## src/hw/msc_pkg.sv

```systemverilog
/*
 Package for the MAC statistics counter bank: register offsets, counter
 widths, control bit positions, frame length limits and bus carriers.
 Assumes a 32-bit Avalon-MM slave with word addressing in bytes.
*/
package msc_pkg;

   // ****************************************************************
   // Register map (byte addresses)
   // ****************************************************************
   localparam int MSC_NUM_CNT = 18;
   localparam logic [7:0] MSC_OFS_CTRL = 8'h00;
   localparam logic [7:0] MSC_OFS_CNT_BASE = 8'h10;
   localparam logic [7:0] MSC_OFS_LAST = 8'h54;

   // Counter indices, one per statistics register
   localparam int MSC_SCOL = 0;
   localparam int MSC_MCOL = 1;
   localparam int MSC_GOOD = 2;
   localparam int MSC_CRC = 3;
   localparam int MSC_ALGN = 4;
   localparam int MSC_DEFR = 5;
   localparam int MSC_LATE_COLLISION_COUNT = 6;
   localparam int MSC_XCOL = 7;
   localparam int MSC_TX_UNDERRUN_COUNT = 8;
   localparam int MSC_CSER = 9;
   localparam int MSC_RRES = 10;
   localparam int MSC_RX_OVERRUN_COUNT = 11;
   localparam int MSC_RSYM = 12;
   localparam int MSC_XLEN = 13;
   localparam int MSC_JABR = 14;
   localparam int MSC_USIZ = 15;
   localparam int MSC_SQE = 16;
   localparam int MSC_LMIS = 17;

   // Counter widths in the same order
   localparam int MSC_WIDTHS [MSC_NUM_CNT] = '{16, 16, 24, 8, 8, 16, 8, 8, 8,
                                              8, 16, 8, 8, 8, 8, 8, 8, 8};

   // ****************************************************************
   // Control register fields
   // ****************************************************************
   localparam int MSC_BIT_RXEN = 2;
   localparam int MSC_BIT_WREN = 7;
   localparam int MSC_BIT_BIGFRM = 8;
   localparam int MSC_BIT_HALFDUP = 9;
   localparam int MSC_BIT_LENCHK = 16;
   localparam logic [31:0] MSC_CTRL_RESET = 32'h0000_0000;
   localparam logic [31:0] MSC_CTRL_MASK = 32'h0001_0384;

   // ****************************************************************
   // Frame limits and timing
   // ****************************************************************
   localparam logic [15:0] MSC_MIN_LEN = 16'h0040;
   localparam logic [15:0] MSC_MAX_LEN = 16'h05EE;
   localparam logic [15:0] MSC_MAX_BIG_LEN = 16'h0600;
   localparam logic [15:0] MSC_TYPE_MIN = 16'h0600;
   localparam int MSC_SQE_BITS = 96;

   // ****************************************************************
   // Carriers
   // ****************************************************************
   typedef struct packed {
      logic done;          // One-cycle end of a transmit attempt
      logic underrun;
      logic [4:0] collisions;  // 0..16
      logic lateCol;
      logic deferred;
      logic carrierErr;
   } msc_tx_evt_t;

   typedef struct packed {
      logic done;          // One-cycle end of a received frame
      logic [15:0] length;
      logic oddBits;
      logic crcErr;
      logic symbolErr;
      logic addrMatch;
      logic stored;
      logic noBuffer;
      logic overrun;
      logic [15:0] lenType;
   } msc_rx_evt_t;

   typedef struct packed {
      logic [7:0] address;
      logic read;
      logic write;
      logic [31:0] writedata;
   } msc_bus_req_t;

endpackage : msc_pkg

```

## src/hw/msc_sat_counter.sv

```systemverilog
/*
 One saturating statistics counter of parameterised width.
 Assumes inc, clr and load arrive as single-cycle strobes on sys_clk.
*/
`timescale 1ns/1ps
`default_nettype none
module msc_sat_counter import msc_pkg::*; #(
   parameter int WIDTH = 8
) (
   input wire logic sys_clk,
   input wire logic rst,
   input wire logic inc,
   input wire logic clr,
   input wire logic load,
   input wire logic [31:0] loadValue,
   output logic [WIDTH-1:0] count
);

   typedef struct packed {
      logic [WIDTH-1:0] cnt;
   } msc_cnt_state_t;

   msc_cnt_state_t state_q, state_d;

   // Next value: load, clear on read, saturating increment
   always_comb begin
      state_d = state_q;
      if (load) begin
         state_d.cnt = loadValue[WIDTH-1:0];
      end else if (clr) begin
         state_d.cnt = inc ? {{(WIDTH-1){1'b0}}, 1'b1} : '0;
      end else if (inc && state_q.cnt != {WIDTH{1'b1}}) begin
         state_d.cnt = state_q.cnt + {{(WIDTH-1){1'b0}}, 1'b1};
      end
   end

   // Register the counter
   always_ff @(posedge sys_clk or posedge rst) begin
      if (rst) begin
         state_q <= '0;
      end else begin
         state_q <= state_d;
      end
   end

   assign count = state_q.cnt;

endmodule : msc_sat_counter
`default_nettype wire

```

## src/hw/msc_sqe_timer.sv

```systemverilog
/*
 SQE test watchdog: after tx_en falls, waits 96 bit times for col.
 Assumes bitTick is a one-cycle pulse per bit time and col is synchronised.
*/
`timescale 1ns/1ps
`default_nettype none
module msc_sqe_timer import msc_pkg::*; (
   input wire logic sys_clk,
   input wire logic rst,
   input wire logic enable,
   input wire logic bitTick,
   input wire logic txEn,
   input wire logic col,
   output logic sqeFail
);

   typedef enum logic [1:0] {IDLE, SENDING, WAITING} msc_sqe_st_t;

   typedef struct packed {
      msc_sqe_st_t st;
      logic [6:0] bits;
      logic fail;
   } msc_sqe_state_t;

   msc_sqe_state_t state_q, state_d;

   // Window after the end of transmission
   always_comb begin
      state_d = state_q;
      state_d.fail = 1'b0;
      case (state_q.st)
         IDLE: begin
            if (txEn && enable) begin
               state_d.st = SENDING;
            end
         end
         SENDING: begin
            if (!txEn) begin
               state_d.st = WAITING;
               state_d.bits = '0;
            end
         end
         WAITING: begin
            if (col) begin
               state_d.st = IDLE;
            end else if (bitTick) begin
               if (state_q.bits == 7'(MSC_SQE_BITS - 1)) begin
                  state_d.fail = 1'b1;
                  state_d.st = IDLE;
               end else begin
                  state_d.bits = state_q.bits + 7'h01;
               end
            end
         end
         default: begin
            state_d.st = IDLE;
         end
      endcase
   end

   // Register the watchdog
   always_ff @(posedge sys_clk or posedge rst) begin
      if (rst) begin
         state_q <= '{st: IDLE, bits: 7'h00, fail: 1'b0};
      end else begin
         state_q <= state_d;
      end
   end

   assign sqeFail = state_q.fail;

endmodule : msc_sqe_timer
`default_nettype wire

```

## src/hw/msc_stat_counters.sv

```systemverilog
/*
 Statistics counter bank of a 10/100 MAC with an Avalon-MM slave.
 Assumes transmit and receive engines give one-cycle summary pulses on
 sys_clk, and that PHY pins tx_en and col arrive asynchronously.
*/
// Implementation choices: the Avalon-MM register port and the register addresses.
// Behaviour
// - Count frames sent after exactly one collision
// - Count frames sent after two to fifteen collisions
// - Count good, matched, fully stored receive frames
// - Good means legal length, no errors
// - Count whole-byte valid-length CRC or symbol errors
// - Count odd-bit valid-length CRC or symbol errors
// - Count first-attempt deferrals without collision or underrun
// - Count late collisions, also counted as collision
// - Count frames abandoned after sixteen collisions
// - Underrun frames bump only the underrun counter
// - Count half-duplex carrier sense errors only
// - Count matched frames dropped for no buffer
// - Count matched frames lost to receive overrun
// - Count frames received with a symbol error
// - Count error-free oversize frames
// - Count oversize frames with errors as jabbers
// - Count error-free frames shorter than minimum
// - Count missing col within 96 bits after tx_en
// - Count short-versus-length-field frames when enabled
// - Skip type values and oversize in mismatch check
// - Clear on read and saturate at ones
// - Receive counters move only when receive enabled
// - Counter writes need the write-enable bit
`timescale 1ns/1ps
`default_nettype none
module msc_stat_counters import msc_pkg::*; (
   input wire logic sys_clk,
   input wire logic rst,
   // Avalon-MM slave
   input wire logic [7:0] avs_address,
   input wire logic avs_read,
   input wire logic avs_write,
   input wire logic [31:0] avs_writedata,
   output logic [31:0] avs_readdata,
   output logic avs_waitrequest,
   // Engine events
   input wire msc_tx_evt_t txEvt,
   input wire msc_rx_evt_t rxEvt,
   // PHY pins for the SQE test
   input wire logic phyTxEn,
   input wire logic phyCol,
   // Bit-time enable from the MAC clock divider
   input wire logic bitTick
);

   // ****************************************************************
   // State
   // ****************************************************************
   typedef struct packed {
      logic [31:0] ctrl;
      logic [31:0] rdata;
      logic ack;
      logic [1:0] txEnSync;
      logic [1:0] colSync;
   } msc_state_t;

   msc_state_t state_q, state_d;
   logic [MSC_NUM_CNT-1:0] incVec;
   logic [MSC_NUM_CNT-1:0] clrVec;
   logic [MSC_NUM_CNT-1:0] loadVec;
   logic [31:0] cntVal [MSC_NUM_CNT];
   logic sqeFail;
   logic sel;
   logic [4:0] idx;
   logic [5:0] slotDec;
   logic [15:0] maxLen;
   logic badFcs;
   logic lenValid;
   logic tooLong;
   logic tooShort;
   logic rxOn;
   logic txClean;

   // Decode an address into a counter index and a hit flag
   function automatic logic [5:0] msc_decode(input logic [7:0] addr);
      logic [7:0] rel;
      rel = addr - MSC_OFS_CNT_BASE;
      if (addr[1:0] == 2'b00 && addr >= MSC_OFS_CNT_BASE && addr <= MSC_OFS_LAST) begin
         msc_decode = {1'b1, rel[6:2]};
      end else begin
         msc_decode = 6'h00;
      end
   endfunction : msc_decode

   // ****************************************************************
   // Bus decode
   // ****************************************************************
   // Counter slot addressed by the current request
   always_comb begin
      slotDec = msc_decode(avs_address);
      sel = slotDec[5];
      idx = slotDec[4:0];
   end

   // Answer one cycle after the request is seen
   assign avs_waitrequest = (avs_read || avs_write) && !state_q.ack;
   assign avs_readdata = state_q.rdata;

   // ****************************************************************
   // Frame classification
   // ****************************************************************
   // Length limits and error summary
   always_comb begin
      maxLen = state_q.ctrl[MSC_BIT_BIGFRM] ? MSC_MAX_BIG_LEN : MSC_MAX_LEN;
      badFcs = rxEvt.crcErr || rxEvt.symbolErr;
      lenValid = rxEvt.length >= MSC_MIN_LEN && rxEvt.length <= maxLen;
      tooLong = rxEvt.length > maxLen;
      tooShort = rxEvt.length < MSC_MIN_LEN;
      rxOn = rxEvt.done && state_q.ctrl[MSC_BIT_RXEN];
      txClean = txEvt.done && !txEvt.underrun;
   end

   // One increment strobe per counter per frame
   always_comb begin
      incVec = '0;
      incVec[MSC_SCOL] = txClean && txEvt.collisions == 5'h01;
      incVec[MSC_MCOL] = txClean && txEvt.collisions >= 5'h02 && txEvt.collisions <= 5'h0F;
      incVec[MSC_GOOD] = rxOn && rxEvt.addrMatch && rxEvt.stored && lenValid && !badFcs;
      incVec[MSC_CRC] = rxOn && lenValid && !rxEvt.oddBits && badFcs;
      incVec[MSC_ALGN] = rxOn && lenValid && rxEvt.oddBits && badFcs;
      incVec[MSC_DEFR] = txClean && txEvt.deferred && txEvt.collisions == 5'h00;
      incVec[MSC_LATE_COLLISION_COUNT] = txClean && txEvt.lateCol;
      incVec[MSC_XCOL] = txClean && txEvt.collisions == 5'h10;
      incVec[MSC_TX_UNDERRUN_COUNT] = txEvt.done && txEvt.underrun;
      incVec[MSC_CSER] = txClean && txEvt.carrierErr && txEvt.collisions == 5'h00
                         && state_q.ctrl[MSC_BIT_HALFDUP];
      incVec[MSC_RRES] = rxOn && rxEvt.addrMatch && rxEvt.noBuffer;
      incVec[MSC_RX_OVERRUN_COUNT] = rxOn && rxEvt.addrMatch && rxEvt.overrun;
      incVec[MSC_RSYM] = rxOn && rxEvt.symbolErr;
      incVec[MSC_XLEN] = rxOn && tooLong && !badFcs;
      incVec[MSC_JABR] = rxOn && tooLong && badFcs;
      incVec[MSC_USIZ] = rxOn && tooShort && !badFcs;
      incVec[MSC_SQE] = sqeFail;
      incVec[MSC_LMIS] = rxOn && state_q.ctrl[MSC_BIT_LENCHK] && !tooLong
                         && rxEvt.lenType < MSC_TYPE_MIN && rxEvt.length < rxEvt.lenType;
   end

   // ****************************************************************
   // Counters
   // ****************************************************************
   // Read clears and gated writes load the addressed counter
   always_comb begin
      clrVec = '0;
      loadVec = '0;
      if (sel && !state_q.ack) begin
         clrVec[idx] = avs_read;
         loadVec[idx] = avs_write && state_q.ctrl[MSC_BIT_WREN];
      end
   end

   for (genvar i = 0; i < MSC_NUM_CNT; i++) begin : g_cnt
      logic [MSC_WIDTHS[i]-1:0] value;
      msc_sat_counter #(.WIDTH(MSC_WIDTHS[i])) u_cnt (
         .sys_clk(sys_clk),
         .rst(rst),
         .inc(incVec[i]),
         .clr(clrVec[i]),
         .load(loadVec[i]),
         .loadValue(avs_writedata),
         .count(value)
      );
      assign cntVal[i] = 32'(value);
   end

   msc_sqe_timer u_sqe (
      .sys_clk(sys_clk),
      .rst(rst),
      .enable(state_q.ctrl[MSC_BIT_HALFDUP]),
      .bitTick(bitTick),
      .txEn(state_q.txEnSync[1]),
      .col(state_q.colSync[1]),
      .sqeFail(sqeFail)
   );

   // ****************************************************************
   // Control, read data and synchronisers
   // ****************************************************************
   always_comb begin
      state_d = state_q;
      state_d.txEnSync = {state_q.txEnSync[0], phyTxEn};
      state_d.colSync = {state_q.colSync[0], phyCol};
      state_d.ack = (avs_read || avs_write) && !state_q.ack;
      if ((avs_read || avs_write) && !state_q.ack) begin
         if (avs_write && avs_address == MSC_OFS_CTRL) begin
            state_d.ctrl = avs_writedata & MSC_CTRL_MASK;
         end
         if (avs_read) begin
            if (avs_address == MSC_OFS_CTRL) begin
               state_d.rdata = state_q.ctrl;
            end else if (sel) begin
               state_d.rdata = cntVal[idx];
            end else begin
               state_d.rdata = 32'h0000_0000;  // Unmapped reads as zero
            end
         end
      end
   end

   // Register the bank state
   always_ff @(posedge sys_clk or posedge rst) begin
      if (rst) begin
         state_q <= '{ctrl: MSC_CTRL_RESET, rdata: 32'h0000_0000, ack: 1'b0,
                      txEnSync: 2'b00, colSync: 2'b00};
      end else begin
         state_q <= state_d;
      end
   end

endmodule : msc_stat_counters
`default_nettype wire

```

## config.mk

```make
export PLATFORM = sky130hd
export DESIGN_NAME = msc_stat_counters
export DESIGN_NICKNAME = d
export VERILOG_FILES = /design/src/hw/msc_pkg.sv /design/src/hw/msc_sat_counter.sv /design/src/hw/msc_sqe_timer.sv /design/src/hw/msc_stat_counters.sv
export SDC_FILE = /design/constraint.sdc
export NUM_CORES = 1
export LEC_CHECK = 0
export ABC_AREA = 0
export BUFFER_PORTS_ARGS = -buffer_cell sky130_fd_sc_hd__buf_2
export CORE_ASPECT_RATIO = 1.75
export CORE_UTILIZATION = 62
export DETAILED_ROUTE_END_ITERATION = 7
export GPL_TIMING_DRIVEN = 0
export PLACE_DENSITY = 0.79
export RECOVER_POWER = 25
export SYNTH_ARGS = -nofsm -noshare
export SYNTH_HDL_FRONTEND = slang
export SYNTH_HIERARCHICAL = 1
export SYNTH_SLANG_ARGS = --single-unit
```

## constraint.sdc

```tcl
create_clock -name sys_clk -period 3.9 [get_ports sys_clk]
set_clock_uncertainty 0.2 [all_clocks]
set_input_delay 0.78 -clock sys_clk [delete_from_list [all_inputs] [get_ports sys_clk]]
set_output_delay 0.78 -clock sys_clk [all_outputs]
set_load 0.05 [all_outputs]
```

==> impl_metrics.yaml, run 1 <==
placement:
  dp_hpwl_mm: 51.87
  io_buffers: 112
  place_ws_ns: -1.559
  gp_congestion: 1.054
clock_network:
  h-tree-depth: 1
  root_buffer: "clkbuf_16"
  clockBufferDepth: 3
  clkLatencyLatePin_ns: 0.57
  clk_pin_slew_worst_paths_ns: 0.06
  cts.sinks: 236
  cts_hold_buf: 0
  cts_tree: "yes"
  cts_buffers: 25
critical_path:
  r2r_start: "state_q[45]"
  critical_path_class: "input port to flop"
  path_max_fanout: 10
  start_kind: "input port"
  worstPathRequired_ns: 4.17
  reg2reg_depth: 12
  cp.arrival_ns: 4.15
  setup.worst_path.end_class: "flop"
  r2r-end: "g_cnt[2].u_cnt/count[11]"
  rrSetupSlack_ns: 0.10
synthesis:
  syn_inst: 2156
  yosysUniqueCellTypes: 90
  avgSynthCellArea_um2: 8.433
  yosys_warnings: 6
  synth-edff-count: 0
  ys.flop_type: "dfrtp_1"
  synth-seq-cells: 236
  synthArstFlopShare_pct: 100.0
  syn_area_um2: 18180
  synth-seq-area-share_pct: 32.48
floorplan:
  die-area_um2: 30040
  io_pins: 130
  initial_utilization_pct: 63.29
  core_um2: 28730
  die_h_um: 228.5
  rows: 82
  die_w_um: 131.5
drt:
  routed_wl_mm: 72.95
  viasPerCell: 7.327
  drt_first_iter_violations: 2393
  route.vias.total: 19860
  wl_per_cell_um: 26.92
  route.detailed.drc: 0
  dr.pass1.iters: 7
  antenna_left: 0
global_routing:
  grt_max_degree: 35
  groute.usage.overall_pct: 48.59
  grt_pass1_vias: 19420
  gr-total-overflow: 0
  grt_first_pass_wirelength_mm: 111.9
  antenna_found_initial: 4
timing:
  fin_crit_ns: 3.888
  tightest_slew_ns: 2.588
  fmax_ghz: 0.2572
  hold_viol_final: 0
  whs_ns: 0.1237
  fin_setup_tns_ns: 0
  setup_slack_ns: 0.01190
  rsz0062_at_grt: "true"
  finalSetupViolations: 0
  max_slew_margin_pct: -72.53
  maxSlewViolCount: 56
  post-route-period-util_pct: 99.69
hold_path:
  min_path_cells: 1
  hold_class: "input port to flop"
  min_from: "phyTxEn"
  hold_end: "state_d[3]"
power:
  pwr-share-comb_pct: 14.4
  seq_power_share_pct: 44.9
  p_per_area_nw_per_um2: 306.0
  swShare_pct: 30.65
  power_switching_w: 0.001922
  p_total_w: 0.006269
  p_leak_nw: 8.604
  p_int_w: 0.004347
  ir_worst_vdd_uv: 376.8
  p_clk_share_pct: 40.7
final_layout:
  final_cell_mix: "nand2_1, dfrtp_1, buf_2"
  drive_gt1_share_pct: 19.48
  syn2layout_area_growth_pct: 12.68
  final_util_pct: 71.32
  final_common_cell: "nand2_1"
  nets: 2453
status:
  outcome: "complete, but fails checks"
  violations: "max-capacitance violations, max-slew violations"
job:
  cap_violations: 2
==> cell usage after synthesis (all sizes together), types with 21 or more instances <==
cell,number,share of area [%]
nand2,271,5.6
dfrtp,236,32
nor2,142,3.0
a21oi,140,3.9
o21ai,139,4.2
nor3,101,3.3
nand3,92,2.6
buf,84,3.0
inv,67,1.4
nand4,60,2.5
mux2i,54,3.0
a22oi,49,2.0
ha,45,3.1
a2bb2oi,44,2.1
clkbuf,43,0.91
o31ai,38,1.6
and2,33,1.1
and3,33,1.1
xnor2,33,1.6
nor4,27,1.4
a31oi,24,0.83
and4,24,1.2
o22a,22,1.1
o22ai,21,0.72
==> power groups by stage <==
stage / registers, W / logic [W] / clock network (W)
after floorplan: 0.00274 / 0.000547 / 0
after global placement: 0.00283 / 0.000808 / 0
after detailed placement: 0.00284 / 0.000844 / 0
after CTS: 0.00280 / 0.000863 / 0.00255
after global routing: 0.00282 / 0.000956 / 0.00263
final: 0.00281 / 0.000904 / 0.00255
==> routing by layer <==
metal | wire length, µm | vias to the layer above | global-route usage [%]
met5 | 23 | - | 0
met4 | 7553 | 4 | 41.24
met3 | 7741 | 488 | 10.36
met2 | 33670 | 1370 | 79.28
met1 | 23960 | 9518 | 53.89
li1 | - | 8475 | -
==> worst max-delay path, cell delays in order <==
cell	delay [ns]
buf_2	0.14
inv_1	0.15
ha_2	0.27
nand2_1	0.13
a311o_2	0.52
buf_4	0.23
nor2_2	0.18
buf_4	0.23
nand2_4	0.20
nor2_4	0.24
or2_4	0.23
nor2_1	0.11
a31oi_4	0.22
clkbuf_4	0.24
a21oi_1	0.08
a21oi_1	0.19
==> layout make-up <==
cell class                      count  area [µm²]
Clock buffer                       37       750.7
Multi-Input combinational cell   1731       11610
Antenna cell                        2       5.005
Tap cell                          378       473.0
Clock inverter                      9       103.9
Sequential cell                   236        5906
Fill cell                        2333        8239
Timing Repair Buffer              125       653.1
Buffer                            123       730.7
Inverter                           69       260.3
==> kinds of logic (layout without fill, tap and decap cells) <==
group                    count (synthesis)  after routing  synth area share, %
buffers and inverters                  196            363                5.312
AO/OA/AOI/OAI                          668            668                26.62
other                                    1             10              0.02062
AND/OR/NAND/NOR                        900            900                26.56
multiplexers                            71             71                4.026
XOR/XNOR                                39             39                1.879
adder cells (fa/ha/maj)                 45             45                3.097
flip-flops                             236            236                32.48
==> sequential cells by signal, indices dropped and copies added, names as in the netlist <==
signal,cells
avs_readdata,24
state_q,8
u_sqe/state_q,9
state_d,2
u_sqe/sqeFail,1
g_cnt.u_cnt/count,192
==> timing repair <==
item	4_1_cts	5_1_grt
resized for setup	37	46
endpoints found under the setup margin	173	122
pin swaps	4	1
buffers inserted	5	6
==> worst max path at each step <==
stage	startpoint	end	slack [ns]	cells past startpoint
global route	state_q[45]	g_cnt[2].u_cnt/count[11]	-0.06	12
floorplan	avs_address[4]	g_cnt[5].u_cnt/count[10]	0.002	12
finish	avs_address[5]	g_cnt[2].u_cnt/count[4]	0.01	16
global placement	avs_address[4]	g_cnt[2].u_cnt/count[10]	-1.61	17
CTS	avs_address[4]	g_cnt[7].u_cnt/count[0]	-0.008	13
detailed placement	avs_address[4]	g_cnt[2].u_cnt/count[4]	-1.56	17
==> stage by stage <==
step                area, µm²  std cells
CTS                     20330       2703
floorplan               18240       2163
global placement        19270       2653
global route            20490       2709
detailed placement      19310       2655
finish                  20490       2710
Note: power is estimated with default switching activity, not from simulation.
==> run 2, diff against run 1 <==
--- a/config.mk
+++ b/config.mk
@@ -7,11 +7,11 @@
 export LEC_CHECK = 0
 export ABC_AREA = 0
 export BUFFER_PORTS_ARGS = -buffer_cell sky130_fd_sc_hd__buf_2
-export CORE_ASPECT_RATIO = 1.75
-export CORE_UTILIZATION = 62
+export CORE_ASPECT_RATIO = 1.5
+export CORE_UTILIZATION = 35
 export DETAILED_ROUTE_END_ITERATION = 7
 export GPL_TIMING_DRIVEN = 0
-export PLACE_DENSITY = 0.79
+export PLACE_DENSITY = 0.48
 export RECOVER_POWER = 25
 export SYNTH_ARGS = -nofsm -noshare
 export SYNTH_HDL_FRONTEND = slang
==> run 2 against run 1 <==
  * The run ends with max-capacitance violations, max-slew violations, negative setup slack left
  * Sequential power is essentially flat
  * First-iteration DRC count shrank 39%
  * Via count shrank 5.5%
  * Total power grew 2.8%
  * Clock-buffer cell count grew 3
  * Largest power group unchanged
  * Highest routed layer is now met4
==> impl_metrics.yaml, run 2 (synthesized netlist as in run 1, its figures left out) <==
drt:
  antenna_left: 0
  dr.pass1.iters: 8
  drt_first_iter_violations: 1466
  wl_per_cell_um: 26.07
  route.vias.total: 18760
  route.detailed.drc: 0
  viasPerCell: 6.230
  routed_wl_mm: 78.50
floorplan:
  die-area_um2: 52880
  die_w_um: 188.1
  die_h_um: 281.2
  io_pins: 130
  rows: 101
  core_um2: 50930
  initial_utilization_pct: 35.70
final_layout:
  design_area_um2: 21030
  antennaDiodeCount: 0
  fillCellCount: 5197
  final_cells: 3011
  largest_reg_flops: 192
  final_common_cell: "nand2_1"
  syn2layout_area_growth_pct: 15.67
  nets: 2462
  drive_gt1_share_pct: 19.94
  final_cell_mix: "nand2_1, dfrtp_1, buf_2"
global_routing:
  antenna_found_initial: 1
  gr-total-overflow: 0
  grt_first_pass_wirelength_mm: 117.8
  grt_max_degree: 35
  groute.usage.overall_pct: 29.38
  grt_pass1_vias: 18530
critical_path:
  worstPathRequired_ns: 4.15
  cp.arrival_ns: 4.16
  cpMaxStageDelayCell: "clkdlybuf4s15_2"
  setup.worst_path.end_class: "flop"
  crit_path_frequent_cell: "buf_2"
  critical_path_class: "input port to flop"
  path_cells: "buf_2 -> clkdlybuf4s15_2 -> buf_2 -> clkbuf_1 -> nand3_1 -> nor2_2 -> buf_2 -> nor3b_1 -> mux2i_1 -> nand3_1"
  cp_num_buf_inv: 5
  max_stage_delay_ns: 0.57
  path_max_fanout: 10
  cp_top_family: "buffers and inverters"
  start_kind: "input port"
power:
  ir_worst_vdd_uv: 326.2
  p_per_area_nw_per_um2: 306.5
  p_leak_nw: 8.704
placement:
  postPlaceCellArea_um2: 19680
  gp_congestion: 0.9702
  io_buffers: 112
  dp_hpwl_mm: 58.16
  dp.cells: 2945
clock_network:
  clockBufferDepth: 3
  root_buffer: "clkbuf_16"
  clk_pin_slew_worst_paths_ns: 0.06
  cts.sinks: 236
  cts_buffers: 28
  clkLatencyLatePin_ns: 0.59
  h-tree-depth: 1
  cts_tree: "yes"
status:
  violations: "max-capacitance violations, max-slew violations, negative setup slack"
  outcome: "complete, but fails checks"
timing:
  maxSlewViolCount: 21
  post-route-period-util_pct: 100.1
  finalSetupViolations: 1
  hold_viol_final: 0
  setup_slack_ns: -0.004657
  fin_crit_ns: 3.905
  fmax_ghz: 0.2561
  tightest_slew_ns: 1.733
  rsz0062_at_grt: "true"
  max_slew_margin_pct: -15.51
hold_path:
  hold_class: "input port to flop"
job:
  cap_violations: 1
run 2: layer usage:
metal	track usage (%)	wire, µm	vias up
met5	0	0	-
met4	14.82	4238	0
met3	2.822	4151	209
met2	52.51	39430	769
met1	34.81	30680	9302
li1	-	-	8479
run 2: repair_timing:
item	in CTS	in global routing
pin swaps	5	3
setup endpoints to repair	188	115
setup buffers	4	13
gates resized for setup	38	48
hold buffers	0	0
run 2: worst paths after layout:
check,startpoint,end,slack (ns),cells past startpoint
hold / removal,phyTxEn,state_d[3],0.11,1
min in group asynchronous,rst,g_cnt[13].u_cnt/count[4],0.82,2
hold reg to reg,state_d[3],state_q[3],0.16,0
setup reg to reg,state_q[4],g_cnt[1].u_cnt/count[9],0.31,8
setup / recovery,avs_address[2],g_cnt[7].u_cnt/count[0],-0.005,10
max in group asynchronous,rst,g_cnt[2].u_cnt/count[7],1.62,2
run 2: report_power, final:
part	internal (W)	total (W)	switching, W
registers	0.00256	0.00281	0.000256
clock network	0.00155	0.00274	0.00119
logic	0.000323	0.000892	0.000569
total	0.00444	0.00645	0.00201
run 2: cell type report:
| cell class | instances | area (µm²) | share of cell area (%) |
|---|---|---|---|
| flip-flops and latches | 236 | 5906 | 28.08 |
| clock inverters | 12 | 95.09 | 0.4521 |
| clock buffers | 40 | 837.1 | 3.980 |
| multi-input cells | 1731 | 11650 | 55.38 |
| repair buffers | 130 | 710.7 | 3.379 |
| well taps | 669 | 837.1 | 3.980 |
| inverters | 69 | 260.3 | 1.237 |
| plain buffers | 124 | 739.5 | 3.516 |
run 2: per-stage QoR:
step,hold WS (ns),power (W),util (%),setup TNS [ns],worst slack (ns)
floorplan,0.1312,0.003287,-,0,0.001801
global placement,0.1364,0.003689,38.56,-223.00,-1.770
detailed placement,0.1418,0.003710,38.64,-214.29,-1.676
finish,0.1145,0.006447,41.30,-0.004657,-0.004657
global route,0.09902,0.006691,41.30,-0.1394,-0.03966
CTS,0.08128,0.006492,40.77,-0.2279,-0.06667
